File: src/verilog/scrambler_pkg.sv
package scrambler_pkg;

  // ----------------------------------------------------------------
  // Line history and parity taps
  // ----------------------------------------------------------------
  localparam int HIST_W   = 20;
  localparam int TAP_NEAR = 2;   // third earlier bit
  localparam int TAP_FAR  = 19;  // twentieth earlier bit
  localparam int PAIR_TAP = 7;   // partner of the newest bit, eight positions back

  // ----------------------------------------------------------------
  // Adverse state run counter
  // ----------------------------------------------------------------
  localparam int             RUN_W    = 5;
  localparam logic [RUN_W-1:0] RUN_FLAG = 5'h1f;
  localparam logic [RUN_W-1:0] RUN_ONE  = 5'h01;

  // ----------------------------------------------------------------
  // Start-up values, any pattern is legal
  // ----------------------------------------------------------------
  localparam logic [HIST_W-1:0] SCR_HIST_INIT = 20'h9c3a5;
  localparam logic [HIST_W-1:0] DSC_HIST_INIT = 20'h36e1d;
  localparam logic [RUN_W-1:0]  SCR_RUN_INIT  = 5'h00;
  localparam logic [RUN_W-1:0]  DSC_RUN_INIT  = 5'h00;

  // ----------------------------------------------------------------
  // Receive settling and buffering
  // ----------------------------------------------------------------
  localparam int              SETTLE_W    = 5;
  localparam logic [SETTLE_W-1:0] SETTLE_BITS = 5'h14;
  localparam logic [SETTLE_W-1:0] SETTLE_ONE  = 5'h01;
  localparam int              FIFO_WIDTH  = 1;
  localparam int              FIFO_DEPTH  = 8;

  // ----------------------------------------------------------------
  // Synchroniser bit positions
  // ----------------------------------------------------------------
  localparam int SYNC_W        = 7;
  localparam int SY_BCLK       = 0;
  localparam int SY_TXD        = 1;
  localparam int SY_RXL        = 2;
  localparam int SY_ASD_BYP    = 3;
  localparam int SY_SCR_BYP    = 4;
  localparam int SY_SCR_STRAP  = 5;
  localparam int SY_DSC_BYP    = 6;

  typedef enum logic [2:0] {
    SETTLE_FILL = 3'b001,
    SETTLE_DIFF = 3'b010,
    SETTLE_DONE = 3'b100
  } settle_e;

endpackage : scrambler_pkg

File: src/verilog/stream_if.sv
`timescale 1ns/1ps
interface stream_if #(parameter int WIDTH = 1);
  logic             valid;
  logic             ready;
  logic [WIDTH-1:0] data;

  modport src (output valid, output data, input ready);
  modport snk (input valid, input data, output ready);
endinterface : stream_if

File: src/verilog/scrambler_pair.sv
// Overview of operation
// Normal: line, data, taps 3, 20 odd parity
// Adverse state: same four bits even parity
// Count equal pairs eight apart, newest first
// Adverse when run is 31 modulo 32
// Scrambler history starts at arbitrary pattern
// Scrambler run count starts at arbitrary value
// Descrambler history and run start arbitrary
// Receiver trusts data after 20 bits, difference
// Each side keeps twenty-stage line history
// Test: scrambler detector can be bypassed
// Test: scrambler strapped to work as descrambler
// Outputs change on bit clock falling edge; rx_word_valid and rx_word_data change on any reference clock pop
// Descramble: received bit xor taps, detector
// Bypassed side passes bits unchanged, same timing
`timescale 1ns/1ps
module scrambler_pair
  import scrambler_pkg::*;
(
  input  wire logic ref_clk,
  input  wire logic rst_b,
  input  wire logic bit_clk,
  input  wire logic tx_data,
  input  wire logic rx_line,
  input  wire logic asd_bypass,
  input  wire logic scr_bypass,
  input  wire logic scr_strap_descr,
  input  wire logic descr_bypass,
  input  wire logic rx_word_ready,
  output logic      tx_line,
  output logic      rx_data,
  output logic      rx_word_valid,
  output logic      rx_word_data,
  output logic      rx_settled,
  output logic      rx_overrun
);

  // ----------------------------------------------------------------
  // Pin synchronisers
  // ----------------------------------------------------------------
  logic [SYNC_W-1:0] sync1_r, sync2_r;
  logic              bclk_prev_r;

  always_ff @(posedge ref_clk or negedge rst_b) begin
    if (!rst_b) begin
      sync1_r     <= '0;
      sync2_r     <= '0;
      bclk_prev_r <= 1'b0;
    end else begin
      sync1_r     <= {descr_bypass, scr_strap_descr, scr_bypass, asd_bypass, rx_line, tx_data, bit_clk};
      sync2_r     <= sync1_r;
      bclk_prev_r <= sync2_r[SY_BCLK];
    end
  end

  logic step;
  logic tx_in, rx_in, asd_byp, scr_byp, scr_strap, dsc_byp;

  assign step      = bclk_prev_r && !sync2_r[SY_BCLK];
  assign tx_in     = sync2_r[SY_TXD];
  assign rx_in     = sync2_r[SY_RXL];
  assign asd_byp   = sync2_r[SY_ASD_BYP];
  assign scr_byp   = sync2_r[SY_SCR_BYP];
  assign scr_strap = sync2_r[SY_SCR_STRAP];
  assign dsc_byp   = sync2_r[SY_DSC_BYP];

  // ----------------------------------------------------------------
  // Shared arithmetic
  // ----------------------------------------------------------------
  // Xor with the inverted adverse flag gives odd parity normally, even when adverse
  function automatic logic parity_bit(input logic d, input logic [HIST_W-1:0] h, input logic adv);
    parity_bit = d ^ h[TAP_NEAR] ^ h[TAP_FAR] ^ !adv;
  endfunction : parity_bit

  // Newest pair is the incoming bit against the bit eight back; wraps mod 32
  function automatic logic [RUN_W-1:0] run_step(input logic [RUN_W-1:0] run, input logic [HIST_W-1:0] h,
                                                input logic b);
    run_step = (b == h[PAIR_TAP]) ? RUN_W'(run + RUN_ONE) : '0;
  endfunction : run_step

  // ----------------------------------------------------------------
  // Datapath state
  // ----------------------------------------------------------------
  logic [HIST_W-1:0]   scr_hist_r, scr_hist_nxt, dsc_hist_r, dsc_hist_nxt;
  logic [RUN_W-1:0]    scr_run_r, scr_run_nxt, dsc_run_r, dsc_run_nxt;
  logic                tx_line_r, tx_line_nxt, rx_data_r, rx_data_nxt;
  settle_e             settle_r, settle_nxt;
  logic [SETTLE_W-1:0] settle_cnt_r, settle_cnt_nxt;
  logic                push_r, push_nxt, push_data_r, push_data_nxt;
  logic                overrun_r, overrun_nxt;
  logic                settled_r, settled_nxt;
  logic                scr_adv, dsc_adv, scr_out, scr_line_bit, scr_hist_bit, dsc_out;
  logic                wr_ready;

  always_comb begin
    scr_adv      = !asd_byp && (scr_run_r == RUN_FLAG);
    dsc_adv      = (dsc_run_r == RUN_FLAG);
    scr_out      = parity_bit(tx_in, scr_hist_r, scr_adv);
    // Strapped: the input is a line bit, so it feeds the history
    scr_line_bit = scr_byp ? tx_in : scr_out;
    scr_hist_bit = scr_strap ? tx_in : scr_line_bit;
    dsc_out      = dsc_byp ? rx_in : parity_bit(rx_in, dsc_hist_r, dsc_adv);

    scr_hist_nxt   = scr_hist_r;
    scr_run_nxt    = scr_run_r;
    dsc_hist_nxt   = dsc_hist_r;
    dsc_run_nxt    = dsc_run_r;
    tx_line_nxt    = tx_line_r;
    rx_data_nxt    = rx_data_r;
    settle_nxt     = settle_r;
    settle_cnt_nxt = settle_cnt_r;
    push_nxt       = 1'b0;
    push_data_nxt  = push_data_r;
    overrun_nxt    = overrun_r;

    if (step) begin
      tx_line_nxt  = scr_line_bit;
      rx_data_nxt  = dsc_out;
      scr_run_nxt  = run_step(scr_run_r, scr_hist_r, scr_hist_bit);
      dsc_run_nxt  = run_step(dsc_run_r, dsc_hist_r, rx_in);
      scr_hist_nxt = {scr_hist_r[HIST_W-2:0], scr_hist_bit};
      dsc_hist_nxt = {dsc_hist_r[HIST_W-2:0], rx_in};

      // Output is only trusted after a full history and one differing pair
      case (settle_r)
        SETTLE_FILL: begin
          settle_cnt_nxt = SETTLE_W'(settle_cnt_r + SETTLE_ONE);
          if (settle_cnt_nxt == SETTLE_BITS) begin
            settle_nxt = SETTLE_DIFF;
          end
        end
        SETTLE_DIFF: begin
          if (rx_in != dsc_hist_r[PAIR_TAP]) begin
            settle_nxt = SETTLE_DONE;
          end
        end
        SETTLE_DONE: begin
          settle_nxt = SETTLE_DONE;
        end
        default: begin
          settle_nxt = SETTLE_FILL;
        end
      endcase

      if (settle_r == SETTLE_DONE) begin
        // The line cannot be stalled, so a full buffer drops the bit
        if (wr_ready) begin
          push_nxt      = 1'b1;
          push_data_nxt = dsc_out;
        end else begin
          overrun_nxt = 1'b1;
        end
      end
    end
    settled_nxt = (settle_nxt == SETTLE_DONE);
  end

  always_ff @(posedge ref_clk or negedge rst_b) begin
    if (!rst_b) begin
      scr_hist_r   <= SCR_HIST_INIT;
      scr_run_r    <= SCR_RUN_INIT;
      dsc_hist_r   <= DSC_HIST_INIT;
      dsc_run_r    <= DSC_RUN_INIT;
      tx_line_r    <= 1'b0;
      rx_data_r    <= 1'b0;
      settle_r     <= SETTLE_FILL;
      settle_cnt_r <= '0;
      push_r       <= 1'b0;
      push_data_r  <= 1'b0;
      overrun_r    <= 1'b0;
      settled_r    <= 1'b0;
    end else begin
      scr_hist_r   <= scr_hist_nxt;
      scr_run_r    <= scr_run_nxt;
      dsc_hist_r   <= dsc_hist_nxt;
      dsc_run_r    <= dsc_run_nxt;
      tx_line_r    <= tx_line_nxt;
      rx_data_r    <= rx_data_nxt;
      settle_r     <= settle_nxt;
      settle_cnt_r <= settle_cnt_nxt;
      push_r       <= push_nxt;
      push_data_r  <= push_data_nxt;
      overrun_r    <= overrun_nxt;
      settled_r    <= settled_nxt;
    end
  end

  // ----------------------------------------------------------------
  // Receive buffer
  // ----------------------------------------------------------------
  stream_if #(.WIDTH(FIFO_WIDTH)) fifo_wr ();
  stream_if #(.WIDTH(FIFO_WIDTH)) fifo_rd ();

  assign fifo_wr.valid = push_r;
  assign fifo_wr.data  = push_data_r;
  assign wr_ready      = fifo_wr.ready;
  assign fifo_rd.ready = rx_word_ready;

  bit_fifo #(
    .WIDTH (FIFO_WIDTH),
    .DEPTH (FIFO_DEPTH)
  ) i_bit_fifo (
    .ref_clk (ref_clk),
    .rst_b   (rst_b),
    .wr      (fifo_wr),
    .rd      (fifo_rd)
  );

  assign tx_line       = tx_line_r;
  assign rx_data       = rx_data_r;
  assign rx_word_valid = fifo_rd.valid;
  assign rx_word_data  = fifo_rd.data;
  assign rx_settled    = settled_r;
  assign rx_overrun    = overrun_r;
endmodule : scrambler_pair

File: src/verilog/bit_fifo.sv
`timescale 1ns/1ps
module bit_fifo #(
  parameter int WIDTH = 1,
  parameter int DEPTH = 8
) (
  input wire logic ref_clk,
  input wire logic rst_b,
  stream_if.snk    wr,
  stream_if.src    rd
);

  localparam int AW = $clog2(DEPTH);
  localparam int CW = $clog2(DEPTH + 1);

  logic [WIDTH-1:0] mem [DEPTH];
  logic [AW-1:0]    wp_r, wp_nxt, rp_r, rp_nxt;
  logic [CW-1:0]    cnt_r, cnt_nxt;
  logic             vld_r, vld_nxt, rdy_r, rdy_nxt;
  logic [WIDTH-1:0] dat_r, dat_nxt;
  logic             push, pop;

  function automatic logic [AW-1:0] ptr_step(input logic [AW-1:0] p);
    ptr_step = (p == AW'(DEPTH - 1)) ? '0 : AW'(p + 1'b1);
  endfunction : ptr_step

  // ----------------------------------------------------------------
  // Next state; head word is read from the next pointer so the
  // output register always holds the current head
  // ----------------------------------------------------------------
  always_comb begin
    push    = wr.valid && rdy_r;
    pop     = rd.ready && vld_r;
    wp_nxt  = push ? ptr_step(wp_r) : wp_r;
    rp_nxt  = pop ? ptr_step(rp_r) : rp_r;
    cnt_nxt = CW'(cnt_r + CW'(push) - CW'(pop));
    vld_nxt = (cnt_nxt != '0);
    rdy_nxt = (cnt_nxt != CW'(DEPTH));
    // Bypass a word written into the slot that becomes the head
    dat_nxt = (push && (wp_r == rp_nxt)) ? wr.data : mem[rp_nxt];
  end

  always_ff @(posedge ref_clk or negedge rst_b) begin
    if (!rst_b) begin
      wp_r  <= '0;
      rp_r  <= '0;
      cnt_r <= '0;
      vld_r <= 1'b0;
      rdy_r <= 1'b1;
      dat_r <= '0;
    end else begin
      wp_r  <= wp_nxt;
      rp_r  <= rp_nxt;
      cnt_r <= cnt_nxt;
      vld_r <= vld_nxt;
      rdy_r <= rdy_nxt;
      dat_r <= dat_nxt;
    end
  end

  always_ff @(posedge ref_clk) begin
    if (push) begin
      mem[wp_r] <= wr.data;
    end
  end

  assign wr.ready = rdy_r;
  assign rd.valid = vld_r;
  assign rd.data  = dat_r;

endmodule : bit_fifo

File: config.mk
export PLATFORM = sky130hd
export DESIGN_NAME = scrambler_pair
export DESIGN_NICKNAME = d
export VERILOG_FILES = /design/src/verilog/scrambler_pkg.sv /design/src/verilog/stream_if.sv /design/src/verilog/scrambler_pair.sv /design/src/verilog/bit_fifo.sv
export SDC_FILE = /design/constraint.sdc
export NUM_CORES = 1
export LEC_CHECK = 0
export BUFFER_PORTS_ARGS = -buffer_cell sky130_fd_sc_hd__buf_4
export CAP_MARGIN = 20
export CORE_UTILIZATION = 65
export DETAILED_ROUTE_END_ITERATION = 7
export PLACE_DENSITY = 0.83
export SLEW_MARGIN = 15
export SYNTH_ARGS = -nofsm -noshare
export SYNTH_HDL_FRONTEND = slang
export SYNTH_SLANG_ARGS = --single-unit
export TNS_END_PERCENT = 30
File: constraint.sdc
create_clock -name ref_clk -period 6.7 [get_ports ref_clk]
set_input_delay 0 -clock ref_clk [delete_from_list [all_inputs] [get_ports ref_clk]]
set_output_delay 0 -clock ref_clk [all_outputs]
set_load 0.005 [all_outputs]
==> metrics.yaml <==
finalHoldViolCount: 0
crit_type: "register to register"
finalSetupViolCount: 0
cpMostUsedCell: "ha_1"
cpMaxStageDelayCell: "dfrtp_1"
cts_resized: 0
ys_top_cells_by_area: "dfrtp_1 (40%), dfstp_2 (14%), nand2_1 (12%), edfxtp_1 (5.6%), ha_1 (3.8%)"
portBuffers: 15
peakVddDrop_uv: 288.8
start_util_pct: 67.65
cp.required_ns: 6.96
synth.largest_area_cell: "dfrtp_1"
run_status: "completed"
fmax_mhz: 424.3
timing.critical_path.buf_inv: 0
track_usage_pct: 23.40
relSlewSlack_pct: 46.48
crit_chain: "ha_1 > and3_1 > ha_1 > nor2b_1 > xnor2_2 > nor3_2 > xnor3_1 > a31o_2"
first_pass_iters: 5
die_height_um: 83.53
postLayoutCoreUtil_pct: 74.71
num_vias: 2796
drt-initial-drc-count: 248
coreArea_um2: 6386
ys_types: 42
cts_buffer_depth: 2
root_buffer: "clkbuf_8"
grt_setup_unrepaired: "false"
yosysSeqAreaShare_pct: 59.51
first_global_vias: 2821
wl_per_cell_um: 14.20
cts_buffers: 9
clk_pin_slew_ns: 0.09
hp-class: "input pin to async pin"
insertion_delay_ns: 0.37
route.detailed.drc: 0
maxCapViolations: 0
postSynthCellCount: 408
clock_sinks: 100
antenna_found_initial: 0
worstPathMaxFanout: 7
drt.antenna.violating_nets: 0
yosys_warnings: 0
synth_top_area_share_pct: 39.97
finalNetCount: 450
min_period_ns: 2.357
swShare_pct: 29.88
row_count: 29
syn_to_final_growth_pct: 10.43
p_clk_share_pct: 25.0
p_sw_uw: 447.8
grt_pass1_wl_mm: 12.74
grt-ovfl-total: 0
cp-start-kind: "register"
avgSynthCellArea_um2: 10.59
num_antenna_cells: 0
end_kind: "register"
cp_slowest_stage_delay_ns: 0.45
powerDensity_nw_per_um2: 314.1
dp_hpwl_mm: 4.541
wirelength_mm: 7.214
p_leak_nw: 2.238
drive_gt1_share_pct: 17.63
gp_congestion: 0.7805
io_pins: 16
synth.cell_area_um2: 4320
place_ws_ns: 4.380
fillCellCount: 428
dieArea_um2: 6976
vias_per_cell: 5.504
cp_top_family: "simple AND/OR/NAND/NOR gates"
setup_tns_ns: 0
cts_htree_levels: 3
worst_ep_arrival_time_ns: 2.62
combPwrFrac_pct: 21.3
die_w_um: 83.53
maxSlewViolCount: 0
p_int_mw: 1.051
skew_ns: 0.004424
layout_setup_ws_ns: 4.343
seqPwrFrac_pct: 53.7
worstMarginPinSlew_ns: 0.8028
tritoncts: "done"
post_cts_buffers: 0
period_share_pct: 35.18
grt_max_degree: 69
synth_seq_cells: 100
syn_nets: 432
## metal layers
layer / vias up / share of wire, % / track usage [%]
met5: - / 0 / 0
met4: 0 / 1.8 / 8.783
met2: 48 / 48 / 36.44
li1: 1364 / - / -
met1: 1366 / 46 / 31.89
met3: 18 / 3.9 / 6.528
## logic make-up (layout without fill, tap and decap cells)
| group | count (synthesis) | after routing | share of synthesized area (%) |
|---|---|---|---|
| AOI/OAI and AO/OA | 30 | 30 | 4.170 |
| xor gates and xnor gates | 19 | 19 | 4.518 |
| adders and majority gates | 14 | 14 | 4.228 |
| buffers and inverters | 34 | 57 | 2.983 |
| DFF | 100 | 100 | 59.51 |
| muxes | 14 | 14 | 3.939 |
| and+or+nand+nor | 197 | 197 | 20.65 |
## cell type report
class / instances / area, um2 / area share (%)
tap: 77 / 96.34 / 2.019
clock buffer: 9 / 123.9 / 2.596
multi-input combinational: 274 / 1630 / 34.17
inverter: 15 / 56.30 / 1.180
clock inverter: 7 / 65.06 / 1.364
timing repair buffer: 26 / 227.7 / 4.773
sequential: 100 / 2571 / 53.89
## worst paths after layout
check / start / to / cells past startpoint / slack, ns
min reg2reg: sync1_r[0]$_DFF_PN0_ / sync2_r[0]$_DFF_PN0_ / 0 / 0.36
max reg2reg: scr_run_r[0]$_DFFE_PN0P_ / scr_run_r[4]$_DFFE_PN0P_ / 8 / 4.34
max: scr_run_r[0]$_DFFE_PN0P_ / scr_run_r[4]$_DFFE_PN0P_ / 8 / 4.34
min: rst_b / i_bit_fifo.rp_r[0]$_DFF_PN0_ / 2 / 0.06
max in group asynchronous: rst_b / dsc_run_r[3]$_DFFE_PN0P_ / 3 / 5.53
min in group ref_clk: rx_word_ready / i_bit_fifo.rp_r[0]$_DFF_PN0_ / 4 / 0.14
## metrics by stage
stage          power (mW)  cell area [um2]  instances  hold slack [ns]
2_1_floorplan       1.039             4320        408          -0.2956
3_3_place_gp        1.102             4482        483         -0.08415
3_5_place_dp        1.132             4482        483         -0.08069
4_1_cts             1.513             4751        507          0.06577
5_1_grt             1.584             4771        508          0.08075
6_report            1.499             4771        508          0.06479
## cells in the mapped netlist
master / number
a21o_1: 3
a21oi_1: 6
a31o_2: 2
and2_1: 2
and3_1: 2
buf_2: 1
clkbuf_1: 18
dfrtp_1: 69
dfstp_2: 23
edfxtp_1: 8
fa_1: 1
ha_1: 13
inv_1: 15
mux2_2: 4
mux2i_1: 8
mux2i_4: 1
mux4_2: 1
nand2_1: 136
nand2_2: 1
nand2b_1: 8
nand3_1: 5
nand4_1: 2
nand4b_1: 2
nor2_1: 10
nor2_2: 1
nor2b_1: 2
nor3_1: 10
nor3_2: 2
nor3b_1: 2
nor4_1: 4
nor4b_1: 2
nor4b_2: 2
o21ai_0: 17
o32ai_2: 1
o41ai_1: 1
or3_1: 1
or3b_1: 2
or4_1: 1
xnor2_1: 14
xnor2_2: 2
xnor3_1: 1
xor2_1: 2
## cells in the final DEF, fill, tap and decap left out, types with 2 or more instances in the layout
cell,Yosys,routed
and2_1,2,2
a21oi_1,6,6
xnor2_2,2,2
nand2b_1,8,7
clkbuf_8,0,9
nor2_1,10,10
xnor2_1,14,14
nor3_1,10,10
mux2i_1,8,8
a21o_1,3,3
dfrtp_1,69,69
nand4b_1,2,2
xor2_1,2,2
nand4_1,2,2
nor4b_2,2,2
inv_1,15,15
dfstp_2,23,23
o21ai_0,17,17
dlygate4sd3_1,0,8
and3_1,2,2
or3b_1,2,2
nor3b_1,2,2
buf_4,0,17
edfxtp_1,8,8
nor4_1,4,4
nor3_2,2,2
nor4b_1,2,2
mux2_2,4,4
nand2_1,136,136
clkinv_2,0,4
nand3_1,5,5
a31o_2,2,2
ha_1,13,13
## registers in the layout, indices dropped and copies added, names as in the netlist, 3 cells and up
register,cells
dsc_hist_r,20
scr_hist_r,20
i_bit_fifo.mem,8
sync1_r,7
sync2_r,7
dsc_run_r,5
scr_run_r,5
settle_cnt_r,5
i_bit_fifo.cnt_r,4
i_bit_fifo.rp_r,3
i_bit_fifo.wp_r,3
settle_r,3
## timing repair
| item | CTS | global route |
|---|---|---|
| setup endpoints to repair | 0 | 0 |
| hold buffers | 8 | 0 |
| endpoints found under the hold margin | 31 | 0 |
## power groups by stage
stage | registers, mW | logic [mW] | clock network [mW]
after floorplan | 0.792 | 0.247 | 0
after global placement | 0.808 | 0.294 | 0
after detailed placement | 0.813 | 0.319 | 0
after CTS | 0.804 | 0.323 | 0.385
after global routing | 0.819 | 0.358 | 0.406
final | 0.805 | 0.320 | 0.374
No activity file was read; power rests on OpenSTA's default activity.
